File: src/sttmr_pkg.sv
// Purpose: Shared constants of the system timer register block
// Assumes: Byte offsets on a plain strobe bus, 32-bit data
// Notes:   Event bit layout is common to all flag and mask registers
package sttmr_pkg;

  localparam int          ADDR_W       = 8;
  localparam int          DATA_W       = 32;
  localparam int          EVT_W        = 4;
  localparam int          CNT_W        = 20;
  localparam int          PRE_W        = 16;

  localparam logic [7:0]  OFS_PRESCALE = 8'h0c;
  localparam logic [7:0]  OFS_FLAGS    = 8'h10;
  localparam logic [7:0]  OFS_EN_SET   = 8'h14;
  localparam logic [7:0]  OFS_EN_CLR   = 8'h18;
  localparam logic [7:0]  OFS_EN_VIEW  = 8'h1c;
  localparam logic [7:0]  OFS_ALARM    = 8'h20;
  localparam logic [7:0]  OFS_COUNT    = 8'h24;
  localparam logic [7:0]  OFS_FLAG_CLR = 8'h28;

  localparam int          BIT_PERIOD   = 0;
  localparam int          BIT_DOG      = 1;
  localparam int          BIT_TICK     = 2;
  localparam int          BIT_ALARM    = 3;

  localparam logic [15:0] RST_PRESCALE = 16'h8000;
  localparam logic [3:0]  RST_MASK     = 4'h0;
  localparam logic [3:0]  RST_FLAGS    = 4'h0;
  localparam logic [19:0] RST_ALARM    = 20'h00000;
  localparam logic [19:0] RST_COUNT    = 20'h00000;
  localparam logic [16:0] PRE_ZERO_LEN = 17'h10000;

endpackage : sttmr_pkg

File: src/sttmr_rtt_core.sv
// Purpose: Prescaler and 20-bit seconds counter
// Assumes: slow_tick is a one-cycle pulse per slow clock period
// Notes:   restart wins over a tick arriving in the same cycle
`timescale 1ns/100ps
module sttmr_rtt_core #(
  parameter int CNT_W = sttmr_pkg::CNT_W,
  parameter int PRE_W = sttmr_pkg::PRE_W
) (
  input  wire logic             clk,
  input  wire logic             rst_n,
  input  wire logic             slow_tick,
  input  wire logic             restart,
  input  wire logic [PRE_W-1:0] prescale,
  output logic      [CNT_W-1:0] count,
  output logic                  inc
);
  import sttmr_pkg::*;

  logic [PRE_W:0]   div_ff;
  logic [PRE_W:0]   nxt_div;
  logic [CNT_W-1:0] cnt_ff;
  logic [CNT_W-1:0] nxt_cnt;
  logic             inc_ff;
  logic             nxt_inc;
  logic [PRE_W:0]   period;

  // Zero selects the longest period
  assign period = (prescale == '0) ? PRE_ZERO_LEN : {1'b0, prescale};

  always_comb
  begin
    nxt_div = div_ff;
    nxt_cnt = cnt_ff;
    nxt_inc = 1'b0;
    if (restart)
    begin
      nxt_div = '0;
      nxt_cnt = '0;
    end
    else if (slow_tick)
    begin
      if ((PRE_W+1)'(div_ff + 1'b1) == period)
      begin
        nxt_div = '0;
        nxt_cnt = CNT_W'(cnt_ff + 1'b1);
        nxt_inc = 1'b1;
      end
      else
      begin
        nxt_div = (PRE_W+1)'(div_ff + 1'b1);
      end
    end
  end

  always_ff @(posedge clk)
  begin
    if (!rst_n)
    begin
      div_ff <= '0;
      cnt_ff <= RST_COUNT;
      inc_ff <= 1'b0;
    end
    else
    begin
      div_ff <= nxt_div;
      cnt_ff <= nxt_cnt;
      inc_ff <= nxt_inc;
    end
  end

  assign count = cnt_ff;
  assign inc   = inc_ff;

endmodule : sttmr_rtt_core

File: src/sttmr_regs.sv
// Purpose: System timer flags, interrupt mask and seconds timer registers
// Assumes: Period and watchdog zero events arrive as one-cycle pulses
// Notes:   slow_clock is asynchronous and filtered before use
//
// Strobed register access was chosen for this implementation.
`timescale 1ns/100ps
module sttmr_regs (
  input  wire logic                        clk,
  input  wire logic                        rst_n,
  input  wire logic                        slow_clock,
  input  wire logic                        period_zero,
  input  wire logic                        dog_zero,
  input  wire logic [sttmr_pkg::ADDR_W-1:0] addr,
  input  wire logic [sttmr_pkg::DATA_W-1:0] wdata,
  input  wire logic                        wr_en,
  input  wire logic                        rd_en,
  output logic      [sttmr_pkg::DATA_W-1:0] rdata,
  output logic                             irq
);
  import sttmr_pkg::*;

  // Slow clock filter
  logic [2:0]        sync_ff;
  logic [2:0]        nxt_sync;
  logic              slow_lvl_ff;
  logic              nxt_slow_lvl;
  logic              slow_tick;

  // Software state
  logic [PRE_W-1:0]  seconds_prescale_count_ff;
  logic [PRE_W-1:0]  nxt_seconds_prescale_count;
  logic [CNT_W-1:0]  alarm_compare_value_ff;
  logic [CNT_W-1:0]  nxt_alarm_compare_value;
  logic [EVT_W-1:0]  mask_ff;
  logic [EVT_W-1:0]  nxt_mask;
  logic [EVT_W-1:0]  flags_ff;
  logic [EVT_W-1:0]  nxt_flags;
  logic              restart_ff;
  logic              nxt_restart;
  logic [DATA_W-1:0] rdata_ff;
  logic [DATA_W-1:0] nxt_rdata;
  logic              irq_ff;
  logic              nxt_irq;

  // Counter core
  logic [CNT_W-1:0]  seconds_count_now;
  logic              seconds_inc;
  logic [EVT_W-1:0]  events;
  logic              alarm_hit;

  function automatic logic hit(input logic [ADDR_W-1:0] a,
                               input logic [7:0]        ofs);
    hit = (a == ADDR_W'(ofs));
  endfunction : hit

  function automatic logic [DATA_W-1:0] widen_evt(input logic [EVT_W-1:0] v);
    widen_evt = {{(DATA_W-EVT_W){1'b0}}, v};
  endfunction : widen_evt

  // A change counts only once stages two and three agree
  always_comb
  begin
    nxt_sync     = {sync_ff[1:0], slow_clock};
    nxt_slow_lvl = slow_lvl_ff;
    if (sync_ff[1] == sync_ff[2])
    begin
      nxt_slow_lvl = sync_ff[2];
    end
  end

  assign slow_tick = (sync_ff[1] == sync_ff[2]) & sync_ff[2] & ~slow_lvl_ff;

  always_ff @(posedge clk)
  begin
    if (!rst_n)
    begin
      sync_ff     <= 3'h0;
      slow_lvl_ff <= 1'b0;
    end
    else
    begin
      sync_ff     <= nxt_sync;
      slow_lvl_ff <= nxt_slow_lvl;
    end
  end

  sttmr_rtt_core #(
    .CNT_W     (CNT_W),
    .PRE_W     (PRE_W)
  ) u_core (
    .clk       (clk),
    .rst_n     (rst_n),
    .slow_tick (slow_tick),
    .restart   (restart_ff),
    .prescale  (seconds_prescale_count_ff),
    .count     (seconds_count_now),
    .inc       (seconds_inc)
  );

  // Matching only on an advance lets zero mean a full wrap of delay
  assign alarm_hit = seconds_inc &
                     (seconds_count_now == alarm_compare_value_ff);

  always_comb
  begin
    events             = '0;
    events[BIT_PERIOD] = period_zero;
    events[BIT_DOG]    = dog_zero;
    events[BIT_TICK]   = seconds_inc;
    events[BIT_ALARM]  = alarm_hit;
  end

  // Register writes
  always_comb
  begin
    nxt_seconds_prescale_count = seconds_prescale_count_ff;
    nxt_alarm_compare_value    = alarm_compare_value_ff;
    nxt_mask                   = mask_ff;
    nxt_restart                = 1'b0;
    if (wr_en)
    begin
      if (hit(addr, OFS_PRESCALE))
      begin
        nxt_seconds_prescale_count = wdata[PRE_W-1:0];
        nxt_restart                = 1'b1;
      end
      if (hit(addr, OFS_ALARM))
      begin
        nxt_alarm_compare_value = wdata[CNT_W-1:0];
      end
      if (hit(addr, OFS_EN_SET))
      begin
        nxt_mask = mask_ff | wdata[EVT_W-1:0];
      end
      if (hit(addr, OFS_EN_CLR))
      begin
        nxt_mask = mask_ff & ~wdata[EVT_W-1:0];
      end
    end
  end

  always_ff @(posedge clk)
  begin
    if (!rst_n)
    begin
      seconds_prescale_count_ff <= RST_PRESCALE;
      alarm_compare_value_ff    <= RST_ALARM;
      mask_ff                   <= RST_MASK;
      restart_ff                <= 1'b0;
    end
    else
    begin
      seconds_prescale_count_ff <= nxt_seconds_prescale_count;
      alarm_compare_value_ff    <= nxt_alarm_compare_value;
      mask_ff                   <= nxt_mask;
      restart_ff                <= nxt_restart;
    end
  end

  // Flags: a new event in the clearing cycle survives the clear
  always_comb
  begin
    nxt_flags = flags_ff;
    if (rd_en && hit(addr, OFS_FLAGS))
    begin
      nxt_flags = '0;
    end
    if (wr_en && hit(addr, OFS_FLAG_CLR))
    begin
      nxt_flags = flags_ff & ~wdata[EVT_W-1:0];
    end
    nxt_flags = nxt_flags | events;
    nxt_irq   = |(nxt_flags & nxt_mask);
  end

  // Read data valid only in the cycle after the strobe
  always_comb
  begin
    nxt_rdata = '0;
    if (rd_en)
    begin
      unique case (1'b1)
        hit(addr, OFS_PRESCALE):
          nxt_rdata = {{(DATA_W-PRE_W){1'b0}}, seconds_prescale_count_ff};
        hit(addr, OFS_FLAGS):
          nxt_rdata = widen_evt(flags_ff);
        hit(addr, OFS_EN_VIEW):
          nxt_rdata = widen_evt(mask_ff);
        hit(addr, OFS_ALARM):
          nxt_rdata = {{(DATA_W-CNT_W){1'b0}}, alarm_compare_value_ff};
        hit(addr, OFS_COUNT):
          nxt_rdata = {{(DATA_W-CNT_W){1'b0}}, seconds_count_now};
        default:
          nxt_rdata = '0;
      endcase
    end
  end

  always_ff @(posedge clk)
  begin
    if (!rst_n)
    begin
      flags_ff <= RST_FLAGS;
      rdata_ff <= '0;
      irq_ff   <= 1'b0;
    end
    else
    begin
      flags_ff <= nxt_flags;
      rdata_ff <= nxt_rdata;
      irq_ff   <= nxt_irq;
    end
  end

  assign rdata = rdata_ff;
  assign irq   = irq_ff;

endmodule : sttmr_regs

File: config.mk
export PLATFORM = sky130hd
export DESIGN_NAME = sttmr_regs
export DESIGN_NICKNAME = d
export VERILOG_FILES = /design/src/sttmr_pkg.sv /design/src/sttmr_rtt_core.sv /design/src/sttmr_regs.sv
export SDC_FILE = /design/constraint.sdc
export NUM_CORES = 1
export LEC_CHECK = 0
export ABC_AREA = 1
export BUFFER_PORTS_ARGS = -buffer_cell sky130_fd_sc_hd__buf_2
export CAP_MARGIN = 20
export CORE_UTILIZATION = 35
export DETAILED_ROUTE_END_ITERATION = 7
export GPL_ROUTABILITY_DRIVEN = 0
export PLACE_DENSITY = 0.64
export RECOVER_POWER = 100
export REMOVE_ABC_BUFFERS = 1
export SLEW_MARGIN = 30
export SYNTH_ARGS = -nofsm -noshare
export SYNTH_HDL_FRONTEND = slang
export SYNTH_HIERARCHICAL = 1
export SYNTH_SLANG_ARGS = --single-unit
export TNS_END_PERCENT = 1
File: constraint.sdc
create_clock -name clk -period 2.1 [get_ports clk]
set_input_delay 0.315 -clock clk [delete_from_list [all_inputs] [get_ports clk]]
set_output_delay 0.315 -clock clk [all_outputs]
set_load 0.01 [all_outputs]
### Yosys cells after proc, flatten, opt, wreduce, memory -nomap -nowiden

Index checks and enable logic that the tools add are counted.

* bits in registers: 120
* bits in latches: 0
* RAM bits: 0
* bits in read-only memories: 0
* input bits: 47
* output and inout bits: 33
* memories: 0

* add/subtract/negate cells: 2
* multiply operators: 0
* divide/modulo/power cells: 0
* order comparisons: 0
* equal/unequal tests: 11
* shift operators: 0
* muxes and demuxes: 10
* bitwise gates (word level): 12
* reduce and logical (&&, ||, !) cells: 11

Operators by type and width (count)
* one-hot mux 20 bit (5 select lines): 1
* two-way mux 17 bit: 2
* == test 8 x 5 -> 1 bit (second input constant): 4
* == test 8 x 6 -> 1 bit (second input constant): 3
* adder 20 x 1 -> 20 bit (second input constant): 1
* == test 20 bit: 1
* two-way mux 4 bit: 5
* adder 17 x 1 -> 17 bit (second input constant): 1
* == test 17 bit: 1
* zero test 16 bit: 1
* bitwise AND 4 bit: 3
* AND reduction 2 bit: 5
* == test 8 x 4 -> 1 bit (second input constant): 1
* bitwise OR 4 bit: 2
* inverter 4 bit: 1
* OR reduction 4 bit: 1
* bitwise AND 1 bit: 3
* inverter 1 bit: 3
* OR reduction 3 bit: 1
* logical AND 1 bit: 2
* two-way mux 1 bit: 2
* OR reduction 2 bit: 1
* == test 1 bit: 1

### Logic depth before layout (Yosys ltp)

* depth in word-level cells: 7
* mapped depth: 18

### By module

The synthesis kept the hierarchy.

By module, submodules not included
* sttmr_regs: instances 1, cells each 483, area an instance 3424.5 µm², seq. area each 1401.3 µm²
* sttmr_rtt_core: instances 1, cells each 487, area an instance 2792.7 µm², seq. area each 760.7 µm²

### Worst setup path before layout

Ideal clock, no wire load.

* path kind: reg2reg
* start: register u_core.div_ff[0]
* end: register u_core.cnt_ff[18] (netlist: u_core/count[18])
* arrival time: 1.918 ns
* required time: 1.972 ns
* setup slack: 0.054 ns
* cell stages (with the launch flop): 17
* path buffers: 2
* clock period less this slack: 2.046 ns
* path through: dfxtp_1 -> ha_1 -> nand2_1 -> nor2_4 -> nand2_2 -> nor2_1 -> nand2_1 -> nand2_1 -> nor2_1 -> nor2_1 -> nand2_1 -> nor2_2 -> buf_6 -> buf_4 -> nand4_1 -> nand2_1 -> nor2_1

* word-level cells in the longest chain between the ends: 3

RTL lines
* from (decl): RTL line sttmr_rtt_core.sv:19 `logic [PRE_W:0] div_ff;`
* from (signal assigned): RTL line sttmr_rtt_core.sv:65 `div_ff <= nxt_div;`
* adder 17 x 1 -> 17 bit: RTL line sttmr_rtt_core.sv:42 `if ((PRE_W+1)'(div_ff + 1'b1) == period)`
* == test 17 bit: RTL line sttmr_rtt_core.sv:42
* AND reduction 2 bit (no line)
* to (signal assigned): RTL line sttmr_rtt_core.sv:66 `cnt_ff <= nxt_cnt;`
* to (decl): RTL line sttmr_rtt_core.sv:21 `logic [CNT_W-1:0] cnt_ff;`

No other way between the ends.
A chain may end at the register's enable or synchronous reset.

### Worst setup path in the final report

* start: register u_core.div_ff[4]
* end: register u_core.cnt_ff[16] (netlist: u_core/count[16])

Same word-level chain as after synthesis.

==> qor.txt <==
Worst-margin pin slew: 0.878 ns
Fin nets: 1,105
Critical path capture point type: flip-flop
CORE AREA: 17,300 µm²
First-pass GRT wire length: 26.7 mm
CTS Root Cell: clkbuf_16
CP max FO: 9
Fillers: 1,847
Placed Cells incl. Taps: 1,260
Vias/cell: 4.73
GRT Overall Usage: 18.8%
Sw Pwr: 0.917 mW
Post-Synthesis Cells: 970
Drt wl/cell: 13.1 µm
Setup crit start: u_core/div_ff[4]
Clock H-tree levels: 3
Hold Crit Depth: 3
DRC violations left: 0
Site row count: 48
First DRT Iteration DRCs: 317
Mean Syn Cell Area: 6.41 µm²
Fin. Hold Viols: 0
RR Endpoint: u_core/count[16]
Commonest non-fill, non-tap cell in the layout: nand2_1
I/O pins: 80
Die W: 135 µm
Worst-Skew Late Latency: 0.36 ns
First drt pass iteration count: 4
CTS Buffer Depth: 2
Relative slew margins: 41.5%
Post-Synthesis Cell Area: 6220 µm²
Synth cell types: 41
CP startpoint kind: flip-flop
IO Port Bufs: 55
FF-to-FF path depth: 15
Status: finished, violations left
Final Util: 42.1%
Layout cells sized above 1: 13.9%
Max Slew Vio Count: 0
CTS tree: built
Failing checks: setup timing
Number of max-cap violations: 0
WHS: 0.142 ns
WP data required: 2.34 ns
Worst slack at placement: -0.140 ns
Sink Count: 108
Setup slack, reg-to-reg: -0.06 ns
GRT overflow: 0
Worst setup path end: u_core/count[16]
P_int: 2.98 mW
Seq pwr share: 52.8%
Fin crit share: 103%
Power per cell area: 534 nW/µm²
FMAX: 0.462 GHz
ANT nets after route: 0
Detailed placer's ending HPWL: 12.0 mm
Layout area overhead: 17.2%
Worst Path Arrival: 2.40 ns
Total CTS buffers: 9
Sw Share: 23.6%
Via count: 6,075
Initial antenna violation count: 0
Reg clk slew, reported paths: 0.07 ns
Post-Route WL: 16.9 mm
Logic gate share of total power: 4.2%
# diodes: 0
Vias in the first global route: 5,414
Die footprint: 18,300 µm²
Clock power frac: 42.9%
Clock Skews: 0.0136 ns
Worst IR Drop VDD: 0.000354 V
Leakage: 3.01 nW
Largest net degree at the start of global routing: 47
Beginning of the worst hold path: slow_clock
PnR worst setup slack: -0.0628 ns
Die height: 135 µm
Placed cell areas: 6900 µm²
Class of the worst hold path: input pin to flip-flop
Most frequent cells in the layout: nand2_1, inv_1, nor2_1, dfxtp_1, nand3_1
Crit path time final: 2.16 ns
Endpoints failing setup: 21
WS Path Type: flip-flop to flip-flop
RSZ-0062 raised after global routing: yes
Initial Utilization: 35.9%
Ys Warns: 6
Yosys reg bits: 108
Layout Cells excl Fill: 1,284
Total negative setup slack: -0.991 ns
Worst r2r src: u_core/div_ff[4]
Total power: 3.89 mW
Design Area, Final: 7290 µm²
Sequential share of the synthesized area: 34.8%
[how the worst min path moves through the flow]
stage | end | slack (ns)
3_5_place_dp | sync_ff[1] | 0.41
2_1_floorplan | sync_ff[1] | 0.39
4_1_cts | sync_ff[0] | 0.13
6_report | sync_ff[0] | 0.14
5_1_grt | sync_ff[0] | 0.14
3_3_place_gp | sync_ff[1] | 0.40
[layout make-up]
cell class                      count  area [µm²]  area share (%)
Clock buffer                       11         253            3.47
Clock inverter                      4        32.5           0.446
Inverter                          148         557            7.64
Multi-Input combinational cell    681        3240            44.4
Sequential cell                   108        2170            29.8
Tap cell                          225         282            3.86
Timing Repair Buffer              107         754            10.4
[registers in the layout, summed over array words and instances (netlist names)]
signal                     cells
u_core/count                  20
rdata                         20
flags_ff                       4
slow_lvl_ff                    1
alarm_compare_value_ff        20
irq                            1
mask_ff                        4
u_core/div_ff                 17
sync_ff                        3
u_core/inc                     1
restart_ff                     1
seconds_prescale_count_ff     16
[power by group through the flow]
stage               registers, mW  logic (mW)  clock network [mW]
CTS                          2.06       0.174                1.71
detailed placement           2.11       0.171                   0
floorplan                    2.11      0.0807                   0
finish                       2.06       0.164                1.67
global route                 2.06       0.182                1.79
global placement             2.11       0.170                   0
[critical path, cell delays in order (launching register included)]
cell     delay [ns]
dfxtp_1        0.44
nand2_2        0.14
nor2_4         0.18
nand2_4        0.09
nor2_1         0.09
nand2_1        0.08
nand2_2        0.09
nor2_1         0.04
nor2_1         0.11
nand2_2        0.08
nor2_4         0.20
buf_12         0.17
buf_12         0.12
nand4_1        0.08
nand2_1        0.08
nor2_1         0.03
[cells in the mapped netlist, drive strengths merged]
library cell,number,share of area [%]
a211oi,4,0.48
a21oi,62,5.2
a221oi,1,0.14
a22o,1,0.14
a22oi,4,0.48
buf,34,4.4
clkbuf,10,0.60
clkinv,3,0.20
conb,1,0.060
dfxtp,108,35
ha,3,0.60
inv,145,8.8
nand2,272,17
nand3,73,6.0
nand3b,6,0.72
nand4,30,3.0
nor2,132,9.5
nor3,11,1.1
nor4,3,0.30
o211ai,2,0.32
o21ai,40,3.5
o21bai,1,0.12
o22ai,15,1.5
o2bb2ai,2,0.28
xnor2,5,0.70
xor2,2,0.28
[routing by layer]
layer / GRT usage (%) / vias up / share of wire, %
li1: - / 3225 / -
met1: 24.4 / 2716 / 47
met2: 31.1 / 113 / 47
met3: 2.47 / 21 / 3.6
met4: 8.30 / 0 / 2.2
met5: 0 / - / 0
[logic make-up (layout without fill, tap and decap cells)]
group	after synthesis	count (layout)	synth area share, %
flops	108	108	34.8
compound gates	132	132	12.2
other cells	1	12	0.0603
fa+ha+maj	3	3	0.604
xor+xnor	7	7	0.986
simple gates	527	527	37.4
buf+inv	192	270	14.0
[repair_timing]
item                       in CTS  in global routing
pin swaps                      15                 14
setup endpoints to repair      38                 38
hold buffers                    0                  0
setup buffers                   6                  2
resized for setup              20                 12
gates cloned                    1                  0
Power figures use the tool's default switching activity.
